[src/core/relay_irq_consts.svh]
`ifndef RELAY_IRQ_CONSTS_SVH
`define RELAY_IRQ_CONSTS_SVH

// =====================================================================
// register map (byte addresses, chosen)
`define REG_FLAGS_ADDR      8'h00
`define REG_MASK_ADDR       8'h04
`define REG_ADDR_LSB        2
`define REG_ADDR_MSB        7

// =====================================================================
// field layout: writable bits of mask and flags
`define RELAY_VALID_BITS    32'h0fdf0fdf
`define RELAY_MASK_RESET    32'h00000000
`define RELAY_FLAGS_RESET   32'h00000000

// =====================================================================
// bit positions
`define BIT_M0_NO_CARRIER   27
`define BIT_M0_RETRY_TO     24
`define BIT_FWD_OVF         23
`define BIT_M0_ALERT        22
`define BIT_M0_RESIDUAL     20
`define BIT_M0_CRC          16
`define BIT_M1_NO_CARRIER   11
`define BIT_M1_RETRY_TO     8
`define BIT_REV_OVF         7
`define BIT_M1_ALERT        6
`define BIT_M1_RESIDUAL     4
`define BIT_M1_CRC          0

// =====================================================================
// axi response codes
`define AXI_RESP_OKAY       2'b00
`define AXI_RESP_SLVERR     2'b10

`endif

[src/core/relay_irq_pkg.sv]
package relay_irq_pkg;

    typedef struct packed {
        logic [31:0] flags;
        logic [31:0] mask;
        logic        aw_done;
        logic        w_done;
        logic [7:0]  aw_addr;
        logic [31:0] w_data;
        logic [3:0]  w_strb;
        logic        bvalid;
        logic [1:0]  bresp;
        logic        rvalid;
        logic [31:0] rdata;
        logic [1:0]  rresp;
        logic        irq;
    } relay_state_t;

    typedef struct packed {
        logic        wr_en;
        logic [7:0]  addr;
        logic [31:0] data;
        logic [3:0]  strb;
    } reg_write_t;

endpackage

[src/core/relay_irq_merge.sv]
`timescale 1ns/10ps
`default_nettype none
`include "relay_irq_consts.svh"

module relay_irq_merge (
    input  wire logic [31:0] flags,
    input  wire logic [31:0] mask,
    output logic             irq_pending
);
    // combinational only; top registers the result
    assign irq_pending = |(flags & mask & `RELAY_VALID_BITS);
endmodule // relay_irq_merge

`default_nettype wire

[src/core/relay_status_irq_mask.sv]
// The placing of the registers and the AXI4-Lite slave port are this design's own decisions.
`timescale 1ns/10ps
`default_nettype none
`include "relay_irq_consts.svh"

module relay_status_irq_mask (
    input  wire logic        aclk,
    input  wire logic        aresetn,
    // event pulses from the mac and relay logic
    input  wire logic [3:0]  m0_tx_events,
    input  wire logic [3:0]  m1_tx_events,
    input  wire logic        fwd_fifo_overflow,
    input  wire logic        rev_fifo_overflow,
    input  wire logic        m0_overflow_alert,
    input  wire logic        m1_overflow_alert,
    input  wire logic [4:0]  m0_rx_events,
    input  wire logic [4:0]  m1_rx_events,
    // axi4-lite slave
    input  wire logic [7:0]  s_axi_awaddr,
    input  wire logic        s_axi_awvalid,
    output logic             s_axi_awready,
    input  wire logic [31:0] s_axi_wdata,
    input  wire logic [3:0]  s_axi_wstrb,
    input  wire logic        s_axi_wvalid,
    output logic             s_axi_wready,
    output logic [1:0]       s_axi_bresp,
    output logic             s_axi_bvalid,
    input  wire logic        s_axi_bready,
    input  wire logic [7:0]  s_axi_araddr,
    input  wire logic        s_axi_arvalid,
    output logic             s_axi_arready,
    output logic [31:0]      s_axi_rdata,
    output logic [1:0]       s_axi_rresp,
    output logic             s_axi_rvalid,
    input  wire logic        s_axi_rready,
    output logic             relay_irq
);

    relay_irq_pkg::relay_state_t state;
    relay_irq_pkg::relay_state_t next_state;
    relay_irq_pkg::reg_write_t   wr;
    logic [31:0]                 events;
    logic                        irq_pending;

    // ==================================================================
    // helpers
    function automatic logic [31:0] apply_strb(input logic [31:0] old_v,
                                               input logic [31:0] new_v,
                                               input logic [3:0]  strb);
        logic [31:0] res;
        res = old_v;
        for (int i = 0; i < 4; i++) begin
            if (strb[i]) begin
                res[i*8 +: 8] = new_v[i*8 +: 8];
            end
        end
        return res;
    endfunction

    function automatic logic addr_is(input logic [7:0] a, input logic [7:0] r);
        return a[`REG_ADDR_MSB:`REG_ADDR_LSB] == r[`REG_ADDR_MSB:`REG_ADDR_LSB];
    endfunction

    // ==================================================================
    // event vector, laid out on the mask positions
    always_comb begin
        events = 32'h00000000;
        events[`BIT_M0_NO_CARRIER:`BIT_M0_RETRY_TO] = m0_tx_events;
        events[`BIT_M1_NO_CARRIER:`BIT_M1_RETRY_TO] = m1_tx_events;
        events[`BIT_FWD_OVF]                        = fwd_fifo_overflow;
        events[`BIT_REV_OVF]                        = rev_fifo_overflow;
        events[`BIT_M0_ALERT]                       = m0_overflow_alert;
        events[`BIT_M1_ALERT]                       = m1_overflow_alert;
        events[`BIT_M0_RESIDUAL:`BIT_M0_CRC]        = m0_rx_events;
        events[`BIT_M1_RESIDUAL:`BIT_M1_CRC]        = m1_rx_events;
    end

    // fed from the registered flags and mask: no loop back through next_state
    relay_irq_merge u_merge (
        .flags       (state.flags),
        .mask        (state.mask),
        .irq_pending (irq_pending)
    );

    // ==================================================================
    // next state
    always_comb begin
        next_state = state;
        wr         = '0;

        // address and data may arrive in either order
        if (s_axi_awvalid && !state.aw_done) begin
            next_state.aw_done = 1'b1;
            next_state.aw_addr = s_axi_awaddr;
        end
        if (s_axi_wvalid && !state.w_done) begin
            next_state.w_done = 1'b1;
            next_state.w_data = s_axi_wdata;
            next_state.w_strb = s_axi_wstrb;
        end

        if (state.aw_done && state.w_done && !state.bvalid) begin
            wr.wr_en           = 1'b1;
            wr.addr            = state.aw_addr;
            wr.data            = state.w_data;
            wr.strb            = state.w_strb;
            next_state.aw_done = 1'b0;
            next_state.w_done  = 1'b0;
            next_state.bvalid  = 1'b1;
            if (addr_is(wr.addr, `REG_FLAGS_ADDR) || addr_is(wr.addr, `REG_MASK_ADDR)) begin
                next_state.bresp = `AXI_RESP_OKAY;
            end else begin
                next_state.bresp = `AXI_RESP_SLVERR;
            end
        end
        if (state.bvalid && s_axi_bready) begin
            next_state.bvalid = 1'b0;
        end

        // mask: plain read/write, reserved bits held at zero
        if (wr.wr_en && addr_is(wr.addr, `REG_MASK_ADDR)) begin
            next_state.mask = apply_strb(state.mask, wr.data, wr.strb)
                              & `RELAY_VALID_BITS;
        end

        // flags: write one to clear, a same-cycle event wins
        next_state.flags = state.flags;
        if (wr.wr_en && addr_is(wr.addr, `REG_FLAGS_ADDR)) begin
            next_state.flags = state.flags & ~apply_strb(32'h00000000, wr.data, wr.strb);
        end
        next_state.flags = (next_state.flags | events) & `RELAY_VALID_BITS;

        // read channel
        if (s_axi_arvalid && !state.rvalid) begin
            next_state.rvalid = 1'b1;
            if (addr_is(s_axi_araddr, `REG_FLAGS_ADDR)) begin
                next_state.rdata = state.flags;
                next_state.rresp = `AXI_RESP_OKAY;
            end else if (addr_is(s_axi_araddr, `REG_MASK_ADDR)) begin
                next_state.rdata = state.mask;
                next_state.rresp = `AXI_RESP_OKAY;
            end else begin
                next_state.rdata = 32'h00000000;
                next_state.rresp = `AXI_RESP_SLVERR;
            end
        end else if (state.rvalid && s_axi_rready) begin
            next_state.rvalid = 1'b0;
        end

        // irq one cycle behind flags/mask so the output is a flop
        next_state.irq = irq_pending;
    end

    // ==================================================================
    // state register
    always_ff @(posedge aclk) begin
        if (!aresetn) begin
            state       <= '0;
            state.mask  <= `RELAY_MASK_RESET;
            state.flags <= `RELAY_FLAGS_RESET;
        end else begin
            state <= next_state;
        end
    end

    // ==================================================================
    // outputs; awready and wready are the inverted done bits, arready the inverted rvalid
    assign s_axi_awready = !state.aw_done;
    assign s_axi_wready  = !state.w_done;
    assign s_axi_bvalid  = state.bvalid;
    assign s_axi_bresp   = state.bresp;
    assign s_axi_arready = !state.rvalid;
    assign s_axi_rvalid  = state.rvalid;
    assign s_axi_rdata   = state.rdata;
    assign s_axi_rresp   = state.rresp;
    assign relay_irq     = state.irq;

    // ==================================================================
    // checks
    a_mask_reserved_zero: assert property (@(posedge aclk) disable iff (!aresetn)
        (state.mask & ~`RELAY_VALID_BITS) == 32'h00000000)
        else $error("reserved mask bit set");

    a_mask_reset_zero: assert property (@(posedge aclk)
        $rose(aresetn) |-> state.mask == 32'h00000000)
        else $error("mask not zero after reset");

    a_irq_follows: assert property (@(posedge aclk) disable iff (!aresetn)
        (state.flags & state.mask) != 32'h00000000 |=> relay_irq)
        else $error("irq missing for enabled flag");

    a_irq_exact: assert property (@(posedge aclk) disable iff (!aresetn)
        relay_irq == $past(|(state.flags & state.mask)))
        else $error("irq not formed from flags and mask");

    a_irq_masked_off: assert property (@(posedge aclk) disable iff (!aresetn)
        (state.mask == 32'h00000000) |=> !relay_irq)
        else $error("irq with all masked");

    a_flag_tx_m0_nc: assert property (@(posedge aclk) disable iff (!aresetn)
        m0_tx_events[3] |=> state.flags[`BIT_M0_NO_CARRIER])
        else $error("m0 no carrier flag lost");

    a_flag_rx_m1_crc: assert property (@(posedge aclk) disable iff (!aresetn)
        m1_rx_events[0] |=> state.flags[`BIT_M1_CRC])
        else $error("m1 crc flag lost");

    a_flag_fifo_rev: assert property (@(posedge aclk) disable iff (!aresetn)
        rev_fifo_overflow |=> state.flags[`BIT_REV_OVF])
        else $error("reverse overflow flag lost");

    a_flag_alert_m0: assert property (@(posedge aclk) disable iff (!aresetn)
        m0_overflow_alert |=> state.flags[`BIT_M0_ALERT])
        else $error("m0 alert flag lost");

    a_flag_fifo_fwd: assert property (@(posedge aclk) disable iff (!aresetn)
        fwd_fifo_overflow |=> state.flags[`BIT_FWD_OVF])
        else $error("forward overflow flag lost");

    a_flag_alert_m1: assert property (@(posedge aclk) disable iff (!aresetn)
        m1_overflow_alert |=> state.flags[`BIT_M1_ALERT])
        else $error("alert flag lost");

    a_flag_rx_m0: assert property (@(posedge aclk) disable iff (!aresetn)
        m0_rx_events[0] |=> state.flags[`BIT_M0_CRC])
        else $error("m0 crc flag lost");

    a_flag_tx_m1: assert property (@(posedge aclk) disable iff (!aresetn)
        m1_tx_events[3] |=> state.flags[`BIT_M1_NO_CARRIER])
        else $error("m1 no carrier flag lost");

    a_flag_tx_m0: assert property (@(posedge aclk) disable iff (!aresetn)
        m0_tx_events[0] |=> state.flags[`BIT_M0_RETRY_TO])
        else $error("m0 retry flag lost");

    a_flag_rx_m1: assert property (@(posedge aclk) disable iff (!aresetn)
        m1_rx_events[4] |=> state.flags[`BIT_M1_RESIDUAL])
        else $error("m1 residual flag lost");

    a_write_resp: assert property (@(posedge aclk) disable iff (!aresetn)
        (state.aw_done && state.w_done && !state.bvalid) |=> s_axi_bvalid)
        else $error("write not answered");

    a_flags_reserved_zero: assert property (@(posedge aclk) disable iff (!aresetn)
        (state.flags & ~`RELAY_VALID_BITS) == 32'h00000000)
        else $error("reserved flag bit set");

    a_flag_sticky: assert property (@(posedge aclk) disable iff (!aresetn)
        (state.flags[`BIT_M0_CRC] && !wr.wr_en) |=> state.flags[`BIT_M0_CRC])
        else $error("flag dropped without a clear");

    a_enable_m0_tx: assert property (@(posedge aclk) disable iff (!aresetn)
        (state.flags[`BIT_M0_NO_CARRIER] && state.mask[`BIT_M0_NO_CARRIER]) |=> relay_irq)
        else $error("m0 tx enable ignored");

    a_enable_m1_tx: assert property (@(posedge aclk) disable iff (!aresetn)
        (state.flags[`BIT_M1_RETRY_TO] && state.mask[`BIT_M1_RETRY_TO]) |=> relay_irq)
        else $error("m1 tx enable ignored");

    a_enable_fifo: assert property (@(posedge aclk) disable iff (!aresetn)
        (state.flags[`BIT_FWD_OVF] && state.mask[`BIT_FWD_OVF]) |=> relay_irq)
        else $error("fifo enable ignored");

    a_enable_alert: assert property (@(posedge aclk) disable iff (!aresetn)
        (state.flags[`BIT_M1_ALERT] && state.mask[`BIT_M1_ALERT]) |=> relay_irq)
        else $error("alert enable ignored");

    a_enable_m0_rx: assert property (@(posedge aclk) disable iff (!aresetn)
        (state.flags[`BIT_M0_RESIDUAL] && state.mask[`BIT_M0_RESIDUAL]) |=> relay_irq)
        else $error("m0 rx enable ignored");

    a_enable_m1_rx: assert property (@(posedge aclk) disable iff (!aresetn)
        (state.flags[`BIT_M1_CRC] && state.mask[`BIT_M1_CRC]) |=> relay_irq)
        else $error("m1 rx enable ignored");

    a_mask_write_lands: assert property (@(posedge aclk) disable iff (!aresetn)
        (wr.wr_en && addr_is(wr.addr, `REG_MASK_ADDR) && wr.strb == 4'hf)
            |=> state.mask == ($past(wr.data) & `RELAY_VALID_BITS))
        else $error("mask write lost");

    a_mask_held: assert property (@(posedge aclk) disable iff (!aresetn)
        !wr.wr_en |=> $stable(state.mask))
        else $error("mask changed without a write");

    a_read_resp: assert property (@(posedge aclk) disable iff (!aresetn)
        (s_axi_arvalid && s_axi_arready) |=> s_axi_rvalid)
        else $error("read not answered");

    a_arready_low: assert property (@(posedge aclk) disable iff (!aresetn)
        s_axi_rvalid |-> !s_axi_arready)
        else $error("read taken while one is open");

    a_rvalid_hold: assert property (@(posedge aclk) disable iff (!aresetn)
        (s_axi_rvalid && !s_axi_rready) |=> s_axi_rvalid && $stable(s_axi_rdata))
        else $error("read data not held");

    a_bvalid_hold: assert property (@(posedge aclk) disable iff (!aresetn)
        (s_axi_bvalid && !s_axi_bready) |=> s_axi_bvalid && $stable(s_axi_bresp))
        else $error("write response not held");

    a_unmapped_read: assert property (@(posedge aclk) disable iff (!aresetn)
        (s_axi_arvalid && s_axi_arready && !addr_is(s_axi_araddr, `REG_FLAGS_ADDR)
            && !addr_is(s_axi_araddr, `REG_MASK_ADDR))
            |=> s_axi_rdata == 32'h00000000)
        else $error("unmapped read not zero");

endmodule // relay_status_irq_mask

`default_nettype wire

[config.mk]
export PLATFORM = sky130hd
export DESIGN_NAME = relay_status_irq_mask
export DESIGN_NICKNAME = d
export VERILOG_FILES = /design/src/core/relay_irq_pkg.sv /design/src/core/relay_irq_merge.sv /design/src/core/relay_status_irq_mask.sv
export VERILOG_INCLUDE_DIRS = /design/src /design/src/core
export SDC_FILE = /design/constraint.sdc
export NUM_CORES = 1
export LEC_CHECK = 0
export CAP_MARGIN = 15
export CORE_ASPECT_RATIO = 0.9
export CORE_MARGIN = 2
export CORE_UTILIZATION = 30
export CTS_CLUSTER_DIAMETER = 120
export DETAILED_ROUTE_END_ITERATION = 10
export DONT_BUFFER_PORTS = 1
export GPL_ROUTABILITY_DRIVEN = 0
export GPL_TIMING_DRIVEN = 0
export PLACE_DENSITY_LB_ADDON = 0.12
export SYNTH_ARGS = -nofsm -noshare
export SYNTH_HDL_FRONTEND = slang
export SYNTH_SLANG_ARGS = --single-unit
[constraint.sdc]
create_clock -name aclk -period 4.7 [get_ports aclk]
set_input_delay 0.94 -clock aclk [delete_from_list [all_inputs] [get_ports aclk]]
set_output_delay 0.94 -clock aclk [all_outputs]
set_load 0.1 [all_outputs]
; Word-level counts from Yosys, hierarchy flattened
; Cells that the tools add are included.
[word_totals]
register_bits = 129
latchBits = 0
mem_bits_rw = 0
rom_bits = 0
inputBits = 81
out_inout_bits = 42
word_cells = 64
mem_count = 0
[op_classes]
addsub = 0
multipliers = 0
div = 0
order_cmp = 0
n_eq_ne = 3
shift = 0
muxes = 15
n_bitwise = 5
n_reduce_logical = 25
[ops]
columns = cell, n
row1 = $mux 30, 2
row2 = $and 28x28->28, 2
row3 = $mux 8, 6
row4 = $mux 45, 1
row5 = $mux 28, 1
row6 = $not 28->28, 1
row7 = $or 28x28->28, 1
row8 = $reduce_or 22->1, 1
row9 = $eq 6x1->1 const B, 3
row10 = $logic_not 6->1, 3
row11 = $logic_and 1x1->1, 9
row12 = $mux 4, 2
row13 = $reduce_and 2->1, 4
row14 = $logic_not 1->1, 4
row15 = $reduce_or 2->1, 2
row16 = $mux 1, 2
row17 = $mux 2, 1
row18 = $reduce_bool 2->1, 1
row19 = $logic_or 1x1->1, 1
row20 = $not 1->1, 1

; Depth between registers and ports, before layout
; Gate-level depths: netlist of the first run.
[logic_depth]
depth_word = 10
ltp_mapped = 6
ltp_nobuf = 4

; Hierarchy
; A second synthesis of the first run with hierarchy kept.
[unflattened]
hier_cells = 538
hier_area_um2 = 4579.4
[modules_own_cells]
columns = mod, n_inst, cells_each, area_per_inst_um2, seq_area_each_um2
row1 = relay_status_irq_mask, 1, 524, 4465.5, 2102.0
row2 = relay_irq_merge, 1, 14, 113.9, 0.0

; Worst setup path after synthesis of the first run
; No wires, ideal clock.
[synth_path]
path_type = reg2out
start = register state (netlist bit s_axi_rvalid)
end = output s_axi_arready
arrival_time_ps = 1668
t_required_ps = 3760
path_slack_ps = 2092
stages_incl_launch_ff = 2
path_buffers = 0
cell_sequence = dfxtp_1 inv_1
[synth_between]
elab_chain_cells = 1
[synth_rtl]
columns = item, line_no
row1 = from (decl), relay_status_irq_mask.sv:39  ; relay_irq_pkg::relay_state_t state;
row2 = from (signal assigned), relay_status_irq_mask.sv:162  ; state <= next_state;
row3 = $logic_not 1->1, relay_status_irq_mask.sv:172  ; assign s_axi_arready = !state.rvalid;
row4 = to (decl), relay_status_irq_mask.sv:31  ; output logic s_axi_arready,
; Every way passes these cells.

; Worst setup path in the final report of the first run
; Ends and elaborated chain as after synthesis.

==> results.sh, run 1 <==
export IMPL_antenna_found_initial=0
export IMPL_r2r_slack_ns=2.29
export IMPL_hp_start="state[104]"
export IMPL_post_route_period_util_pct=63.88
export IMPL_critPathCaptureType="primary output"
export IMPL_hold_viol=0
export IMPL_die_y_um=121.4
export IMPL_max_slew_margin_rel_pct=31.60
export IMPL_crit_arrival_ns=2.06
export IMPL_drv_slew=0
export IMPL_core_mm2=0.01482
export IMPL_grt_overflow_total=0
export IMPL_ant_nets=0
export IMPL_via_per_inst=4.663
export IMPL_start_util_pct=30.98
export IMPL_place_hpwl_um=9861
export IMPL_ys_seq_area_share_pct=45.79
export IMPL_n_antenna_cell=0
export IMPL_wl_um=12780
export IMPL_cts_resized_gates=0
export IMPL_area_growth_pct=12.73
export IMPL_pre_cts_ws_ns=2.062
export IMPL_cts_tree="yes"
export IMPL_cp_buffers_inverters=1
export IMPL_syn_area_mm2=0.004591
export IMPL_rsz0062_at_grt="no"
export IMPL_dieArea_mm2=0.01631
export IMPL_final_area_mm2=0.005175
export IMPL_setup_violations=0
export IMPL_whs_path_depth=2
export IMPL_status="finished clean"
export IMPL_final_nets=639
export IMPL_hold_path_class="reg2reg"
export IMPL_track_usage_pct=16.14
export IMPL_grt_pass1_vias=3556
export IMPL_p_total_mw=1.932
export IMPL_synth_cell_types=36
export IMPL_power_leakage_nw=2.049
export IMPL_setup_tns_ns=0
export IMPL_hold_buffers=0
export IMPL_cp_max_fo=5
export IMPL_io_buffer_count=0
export IMPL_cts_clk_slew_worst_paths_ns=0.07
export IMPL_grt_first_pass_wirelength_um=19730
export IMPL_r2r_end="state[105]"
export IMPL_first_pass_iters=5
export IMPL_power_density_mw_per_mm2=373.3
export IMPL_final_common_cell="dfxtp_1"
export IMPL_drive_above_1_share_pct=12.10
export IMPL_clock_fmax_ghz=0.3331
export IMPL_htreeDepth=3
export IMPL_slowest_delay_ns=1.00
export IMPL_synth_cells=536
export IMPL_cap_violations=0
export IMPL_peakVddDrop_mv=0.1476
export IMPL_r2r_start="s_axi_bvalid"
export IMPL_placed_cell_area_mm2=0.004880
export IMPL_crit_type="reg2out"
export IMPL_fin_cells=760
export IMPL_syn_avg_cell_area_um2=8.565
export IMPL_worst_pin_slew_ns=1.025
export IMPL_path_delay_family="flip-flops"
export IMPL_num_vias=3544
export IMPL_synth_seq_cells=105
export IMPL_min_period_ns=3.002
export IMPL_clock_path_buffers=2
export IMPL_holdPathEnd="state[104]"
export IMPL_ys_warn_count=0
export IMPL_insertion_delay_ns=0.35
export IMPL_worst_slack_ns=1.698
export IMPL_required_ns=3.76
export IMPL_cts_sinks=105
export IMPL_root_buffer="clkbuf_16"
export IMPL_drtIter0Drc=192
export IMPL_whs_ns=0.4698
export IMPL_io_pins=123
export IMPL_final_cell_mix="dfxtp_1, nand2_1, o21ai_1"
export IMPL_wl_per_cell_um=16.82
export IMPL_cp_slowest_cell="dfxtp_1"
export IMPL_drc=0
export IMPL_fp_row_count=42
export IMPL_dp_cells=745
export IMPL_rr_worst_depth=5
export IMPL_fin_worst_skew_ns=0.006559
export IMPL_cts_buffers=9
export IMPL_worstPathCellList="inv_1"
export IMPL_die_x_um=134.4
export IMPL_post_cts_buffers=0
export IMPL_startpoint_type="flop"
export IMPL_post_route_util_pct=34.92
export IMPL_grt_max_degree=17
-- cell type report --
class                           instances  area, um2
Buffer                                 67      391.6
Clock buffer                           10      239.0
Clock inverter                          5      56.30
Fill cell                            1569       9644
Inverter                               24      90.09
Multi-Input combinational cell        351       2048
Sequential cell                       105       2102
Tap cell                              198      247.7
-- Yosys cell counts --
library cell    n  area share (%)
a21oi_1         1            0.11
and2_1         22             3.0
o211a_1         2            0.44
a221oi_1        2            0.38
nand2_1       103             8.4
buf_4          36             5.9
nor2b_1         8             1.1
nor3_1          1            0.11
nor2_1          4            0.33
conb_1          1           0.082
o31a_1          1            0.19
buf_2           4            0.44
mux2i_1        28             6.1
and3_1          1            0.14
or2_1           1            0.14
nand4_1        11             1.5
o21ai_1        44             4.8
nand3_1        14             1.5
or4_1           1            0.16
nor3b_1         1            0.16
dfxtp_1       105              46
a22o_1          2            0.38
nor3b_4         2            0.82
nor4_2          4             1.1
a22oi_1         7             1.1
buf_1           2            0.16
inv_2           1           0.082
a31oi_1        21             2.9
a21boi_1       27             4.4
nand3b_2        1            0.25
o21ai_0        22             2.4
clkbuf_1       25             2.0
nor3b_2         2            0.55
nand2b_1        3            0.41
inv_1          23             1.9
or3_4           3            0.74
-- metal layers --
metal | wire length (um) | track usage [%] | up-vias
met5 | 0 | 0 | -
met4 | 114 | 3.882 | 0
met3 | 1086 | 6.307 | 7
met2 | 5503 | 24.20 | 109
met1 | 6077 | 21.79 | 1606
li1 | - | - | 1822
-- how the worst max path moves through the flow --
| stage | startpoint | endpoint | slack, ns | cells after the start |
|---|---|---|---|---|
| floorplan | s_axi_rvalid | s_axi_arready | 2.09 | 1 |
| global placement | s_axi_rvalid | s_axi_arready | 2.06 | 1 |
| detailed placement | s_axi_rvalid | s_axi_arready | 2.06 | 1 |
| CTS | s_axi_rvalid | s_axi_arready | 1.68 | 1 |
| global route | s_axi_rvalid | s_axi_arready | 1.62 | 1 |
| finish | s_axi_rvalid | s_axi_arready | 1.70 | 1 |
-- registers in the layout, summed over array words and instances (netlist names) --
register / flops
s_axi_rvalid: 1
s_axi_bresp: 1
s_axi_bvalid: 1
s_axi_rdata: 22
s_axi_rresp: 1
relay_irq: 1
state: 78
-- cells by family after synthesis --
| logic type | Yosys count | synth area share, % |
|---|---|---|
| simple gates | 182 | 20.41 |
| other cells | 1 | 0.08169 |
| compound gates | 129 | 17.12 |
| mux | 28 | 6.105 |
| flops | 105 | 45.79 |
| buf+inv | 91 | 10.49 |
-- report_power, final --
group / total, mW / leakage (nW) / switching (mW) / internal [mW]
clock: 0.762 / 0.144 / 0.338 / 0.424
sequential: 0.961 / 0.859 / 0.0377 / 0.924
combinational: 0.208 / 1.05 / 0.153 / 0.0557
total: 1.93 / 2.05 / 0.529 / 1.40
(Power assumes the default switching activity.)
==> run 2, diff against run 1 <==
Clock period 4.7 ns to 2.62 ns, I/O delays scaled along.
==> run 2 against run 1 <==
Net effect:
- non-clock buffer count stayed put
- largest power group unchanged
- worst setup slack worse by 1.5 ns
- hold slack got worse by 0.18 ns
- first-iteration DRC count unchanged
- core utilization barely moved
- largest cell class unchanged
- critical endpoint is now state[105]
==> results.sh, run 2 (synthesized netlist as in run 1, its figures left out) <==
export IMPL_status="finished clean"
export IMPL_post_cts_buffers=0
export IMPL_wl_um=12780
export IMPL_hold_buffers=0
export IMPL_whs_ns=0.2856
export IMPL_fin_worst_skew_ns=0.006559
export IMPL_power_internal_mw=2.518
export IMPL_via_per_inst=4.663
export IMPL_critPathCaptureType="flop"
export IMPL_root_buffer="clkbuf_16"
export IMPL_grt_max_degree=17
export IMPL_switching_share_pct=27.36
export IMPL_dp_cells=745
export IMPL_htreeDepth=3
export IMPL_track_usage_pct=16.14
export IMPL_area_growth_pct=12.76
export IMPL_cts_sinks=105
export IMPL_post_route_util_pct=34.93
export IMPL_io_buffer_count=0
export IMPL_setup_tns_ns=0
export IMPL_die_y_um=121.4
export IMPL_area_sequential_mm2=0.002103
export IMPL_cts_resized_gates=0
export IMPL_peakVddDrop_mv=0.2648
export IMPL_startpoint_type="flop"
export IMPL_regMostFlops="state"
export IMPL_drv_slew=0
export IMPL_crit_arrival_ns=2.70
export IMPL_required_ns=2.91
export IMPL_placed_cell_area_mm2=0.004880
export IMPL_final_nets=639
export IMPL_rsz0062_at_grt="no"
export IMPL_combPwrFrac_pct=10.8
export IMPL_die_x_um=134.4
export IMPL_io_pins=123
export IMPL_dieArea_mm2=0.01631
export IMPL_power_leakage_nw=2.049
export IMPL_n_antenna_cell=0
export IMPL_grt_pass1_vias=3556
export IMPL_power_density_mw_per_mm2=669.6
export IMPL_min_period_ns=2.413
export IMPL_ant_nets=0
export IMPL_p_total_mw=3.466
export IMPL_first_pass_iters=5
export IMPL_worst_slack_ns=0.2066
export IMPL_cap_violations=0
export IMPL_whs_path_depth=2
export IMPL_worst_pin_slew_ns=1.024
export IMPL_cts_clk_slew_worst_paths_ns=0.07
export IMPL_rr_worst_depth=5
export IMPL_start_util_pct=30.98
export IMPL_clock_path_buffers=2
export IMPL_hold_path_class="in2reg"
export IMPL_fin_cells=760
export IMPL_grt_overflow_total=0
export IMPL_post_route_period_util_pct=92.11
export IMPL_core_mm2=0.01482
export IMPL_drc=0
export IMPL_setup_violations=0
export IMPL_num_vias=3544
export IMPL_cp_max_fo=10
export IMPL_hold_viol=0
export IMPL_grt_first_pass_wirelength_um=19730
export IMPL_p_sw_uw=948.4
export IMPL_cts_tree="yes"
export IMPL_wl_per_cell_um=16.82
export IMPL_cts_buffers=9
export IMPL_insertion_delay_ns=0.35
export IMPL_multi_input_area_mm2=0.002048
export IMPL_clkPwrFrac_pct=39.4
export IMPL_antenna_found_initial=0
export IMPL_final_area_mm2=0.005176
export IMPL_drtIter0Drc=192
export IMPL_largest_reg_flops=78
export IMPL_final_cell_mix="dfxtp_1, nand2_1, o21ai_1"
export IMPL_final_common_cell="dfxtp_1"
export IMPL_drive_above_1_share_pct=12.28
export IMPL_place_hpwl_um=9861
export IMPL_clock_fmax_ghz=0.4144
export IMPL_fp_row_count=42
export IMPL_power_frac_seq_pct=49.8
export IMPL_pre_cts_ws_ns=0.1750
export IMPL_fill_cells=1569
export IMPL_crit_type="reg2reg"
export IMPL_max_slew_margin_rel_pct=31.63
run 2: path summary, 6_finish.rpt:
path                       from  slack (ns)          to
setup / recovery   s_axi_bvalid        0.21  state[105]
hold / removal    s_axi_awvalid        0.29   state[84]
setup reg to reg   s_axi_bvalid        0.21  state[105]
hold reg to reg      state[104]        0.47  state[104]
run 2: cell type report:
type                    instances  share of cell area [%]
well taps                     198                   4.786
multi-input cells             351                   39.57
inverters                      24                   1.740
plain buffers                  67                   7.566
clock inverters                 5                   1.088
flip-flops and latches        105                   40.63
clock buffers                  10                   4.617
run 2: power groups by stage:
| stage | logic, mW | registers, mW | clock network (mW) |
|---|---|---|---|
| after floorplan | 0.316 | 1.74 | 0 |
| after global placement | 0.370 | 1.76 | 0 |
| after detailed placement | 0.376 | 1.76 | 0 |
| after CTS | 0.377 | 1.72 | 1.40 |
| after global routing | 0.405 | 1.73 | 1.46 |
| final | 0.374 | 1.73 | 1.37 |
run 2: layer usage:
metal,up-vias,share of wire [%],global-route usage [%]
met2,109,43,24.20
met4,0,0.89,3.882
met3,7,8.5,6.307
met5,-,0,0
met1,1606,48,21.79
li1,1822,-,-
run 2: critical path: stages (launching register included):
cell      delay, ns
dfxtp_1        0.66
nand3b_2       0.54
nor4_2         0.59
buf_2          0.33
nand4_1        0.12
o21ai_1        0.11
==> run 3, diff against run 2 <==
--- a/config.mk
+++ b/config.mk
@@ -17,4 +17,5 @@
 export GPL_TIMING_DRIVEN = 0
 export PLACE_DENSITY_LB_ADDON = 0.12
+export RECOVER_POWER = 25
 export SYNTH_ARGS = -nofsm -noshare
 export SYNTH_HDL_FRONTEND = slang
==> constraint.sdc (replaced) <==
create_clock -name aclk -period 2.62 [get_ports aclk]
set_input_delay 0.524 -clock aclk [delete_from_list [all_inputs] [get_ports aclk]]
set_output_delay 0.524 -clock aclk [all_outputs]
set_load 0.005 [all_outputs]
==> run 3 against run 2 <==
Net effect:
- hold slack better by 0.0038 ns
- via count stayed put
- final cell count stayed put
- core utilization is 0.11 points lower
- clock skew hardly changed
- combinational power is 33% lower
- total power is 4.1% lower
- sequential share of layout area is 0.10 points higher
- first-iteration DRC count is 7.3% lower
- clock power hardly changed
- final area is 0.31% lower
- global-route usage stayed put
- critical path type unchanged
- largest cell class unchanged
- highest routed layer unchanged
==> results.sh, run 3 (synthesized netlist as in run 1, its figures left out) <==
export IMPL_r2r_end="state[105]"
export IMPL_start_util_pct=30.98
export IMPL_post_cts_buffers=0
export IMPL_slowest_delay_ns=0.45
export IMPL_worst_pin_slew_ns=0.7839
export IMPL_io_buffer_count=0
export IMPL_cts_clk_slew_worst_paths_ns=0.07
export IMPL_r2r_start="state[77]"
export IMPL_rsz0062_at_grt="no"
export IMPL_antenna_found_initial=0
export IMPL_largest_reg_flops=78
export IMPL_multi_input_area_mm2=0.002048
export IMPL_ant_nets=0
export IMPL_power_leakage_nw=2.017
export IMPL_fill_cells=1572
export IMPL_power_density_mw_per_mm2=644.4
export IMPL_worst_slack_ns=0.6586
export IMPL_cp_max_fo=10
export IMPL_place_hpwl_um=9861
export IMPL_wl_um=12730
export IMPL_cts_resized_gates=0
export IMPL_grt_max_degree=17
export IMPL_drtIter0Drc=178
export IMPL_regMostFlops="state"
export IMPL_cap_violations=0
export IMPL_hold_path_class="in2reg"
export IMPL_first_pass_iters=5
export IMPL_cts_sinks=105
export IMPL_max_slew_margin_rel_pct=47.31
export IMPL_drive_above_1_share_pct=11.39
export IMPL_root_buffer="clkbuf_16"
export IMPL_placed_cell_area_mm2=0.004880
export IMPL_area_growth_pct=12.40
export IMPL_drv_slew=0
export IMPL_clock_path_buffers=2
export IMPL_grt_overflow_total=0
export IMPL_final_common_cell="dfxtp_1"
export IMPL_status="finished clean"
export IMPL_startpoint_type="flop"
export IMPL_core_mm2=0.01482
export IMPL_hold_viol=0
export IMPL_io_pins=123
export IMPL_fp_row_count=42
export IMPL_holdPathEnd="state[84]"
export IMPL_setup_tns_ns=0
export IMPL_pre_cts_ws_ns=0.4266
export IMPL_hp_start="s_axi_awvalid"
export IMPL_worstPathCellList="clkbuf_1 -> nand2_1 -> nor4_2 -> buf_2 -> nand4_1 -> o21ai_1"
export IMPL_hold_buffers=0
export IMPL_min_period_ns=1.961
export IMPL_via_per_inst=4.663
export IMPL_wl_per_cell_um=16.74
export IMPL_critPathCaptureType="flop"
export IMPL_final_nets=639
export IMPL_crit_type="reg2reg"
export IMPL_crit_arrival_ns=2.25
export IMPL_htreeDepth=3
export IMPL_die_x_um=134.4
export IMPL_area_sequential_mm2=0.002102
export IMPL_cp_slowest_cell="nor4_2"
export IMPL_grt_first_pass_wirelength_um=19730
export IMPL_num_vias=3544
export IMPL_track_usage_pct=16.14
export IMPL_final_area_mm2=0.005160
export IMPL_grt_pass1_vias=3556
export IMPL_setup_violations=0
export IMPL_die_y_um=121.4
export IMPL_drc=0
export IMPL_rr_worst_depth=6
export IMPL_dieArea_mm2=0.01631
export IMPL_cts_buffers=9
export IMPL_post_route_util_pct=34.82
export IMPL_final_cell_mix="dfxtp_1, nand2_1, o21ai_1"
export IMPL_insertion_delay_ns=0.35
export IMPL_n_antenna_cell=0
export IMPL_whs_path_depth=2
export IMPL_fin_worst_skew_ns=0.006557
export IMPL_clock_fmax_ghz=0.5098
export IMPL_peakVddDrop_mv=0.2580
export IMPL_cts_tree="yes"
export IMPL_post_route_period_util_pct=74.86
export IMPL_required_ns=2.90
export IMPL_r2r_slack_ns=0.66
## run 3: report_power, final
group | switching (mW) | internal (mW)
logic | 0.155 | 0.0970
clock network | 0.601 | 0.760
registers | 0.0541 | 1.66
## run 3: area by class of cell
| class | instances | area share, % |
|---|---|---|
| Clock buffer | 10 | 4.631 |
| Buffer | 67 | 7.299 |
| Tap cell | 198 | 4.801 |
| Clock inverter | 5 | 1.091 |
| Sequential cell | 105 | 40.74 |
| Multi-Input combinational cell | 351 | 39.69 |
| Inverter | 24 | 1.746 |
## run 3: worst max-delay path, delay by kind of cell (launching register included)
| family | cells | cell delay, ns |
|---|---|---|
| buf+inv | 2 | 0.77 |
| simple gates | 3 | 0.70 |
| flops | 1 | 0.31 |
| compound gates | 1 | 0.11 |
## run 3: how the worst max path moves through the flow
stage / endpoint / slack (ns) / cells past startpoint / start
final: state[105] / 0.66 / 6 / state[77]
after global routing: state[107] / 0.50 / 6 / state[77]
after CTS: state[105] / 0.63 / 6 / state[77]
after detailed placement: state[144] / 0.43 / 5 / aresetn
after global placement: state[144] / 0.44 / 5 / aresetn
after floorplan: s_axi_rdata[2] / 0.79 / 5 / s_axi_araddr[7]
## run 3: stage by stage
step	instances	total power, mW	hold WS, ns
final	760	3.325	0.2893
after global routing	760	3.464	0.2874
after CTS	760	3.368	0.2781
after detailed placement	745	2.005	0.4586
after global placement	745	1.996	0.4557
after floorplan	547	1.922	0.4361
## run 3: layer usage
| metal | GRT usage [%] | share of wire, % | vias to the layer above |
|---|---|---|---|
| met4 | 3.882 | 0.78 | 0 |
| met1 | 21.79 | 48 | 1608 |
| met2 | 24.20 | 43 | 105 |
| met5 | 0 | 0 | - |
| met3 | 6.307 | 8.3 | 7 |
| li1 | - | - | 1824 |
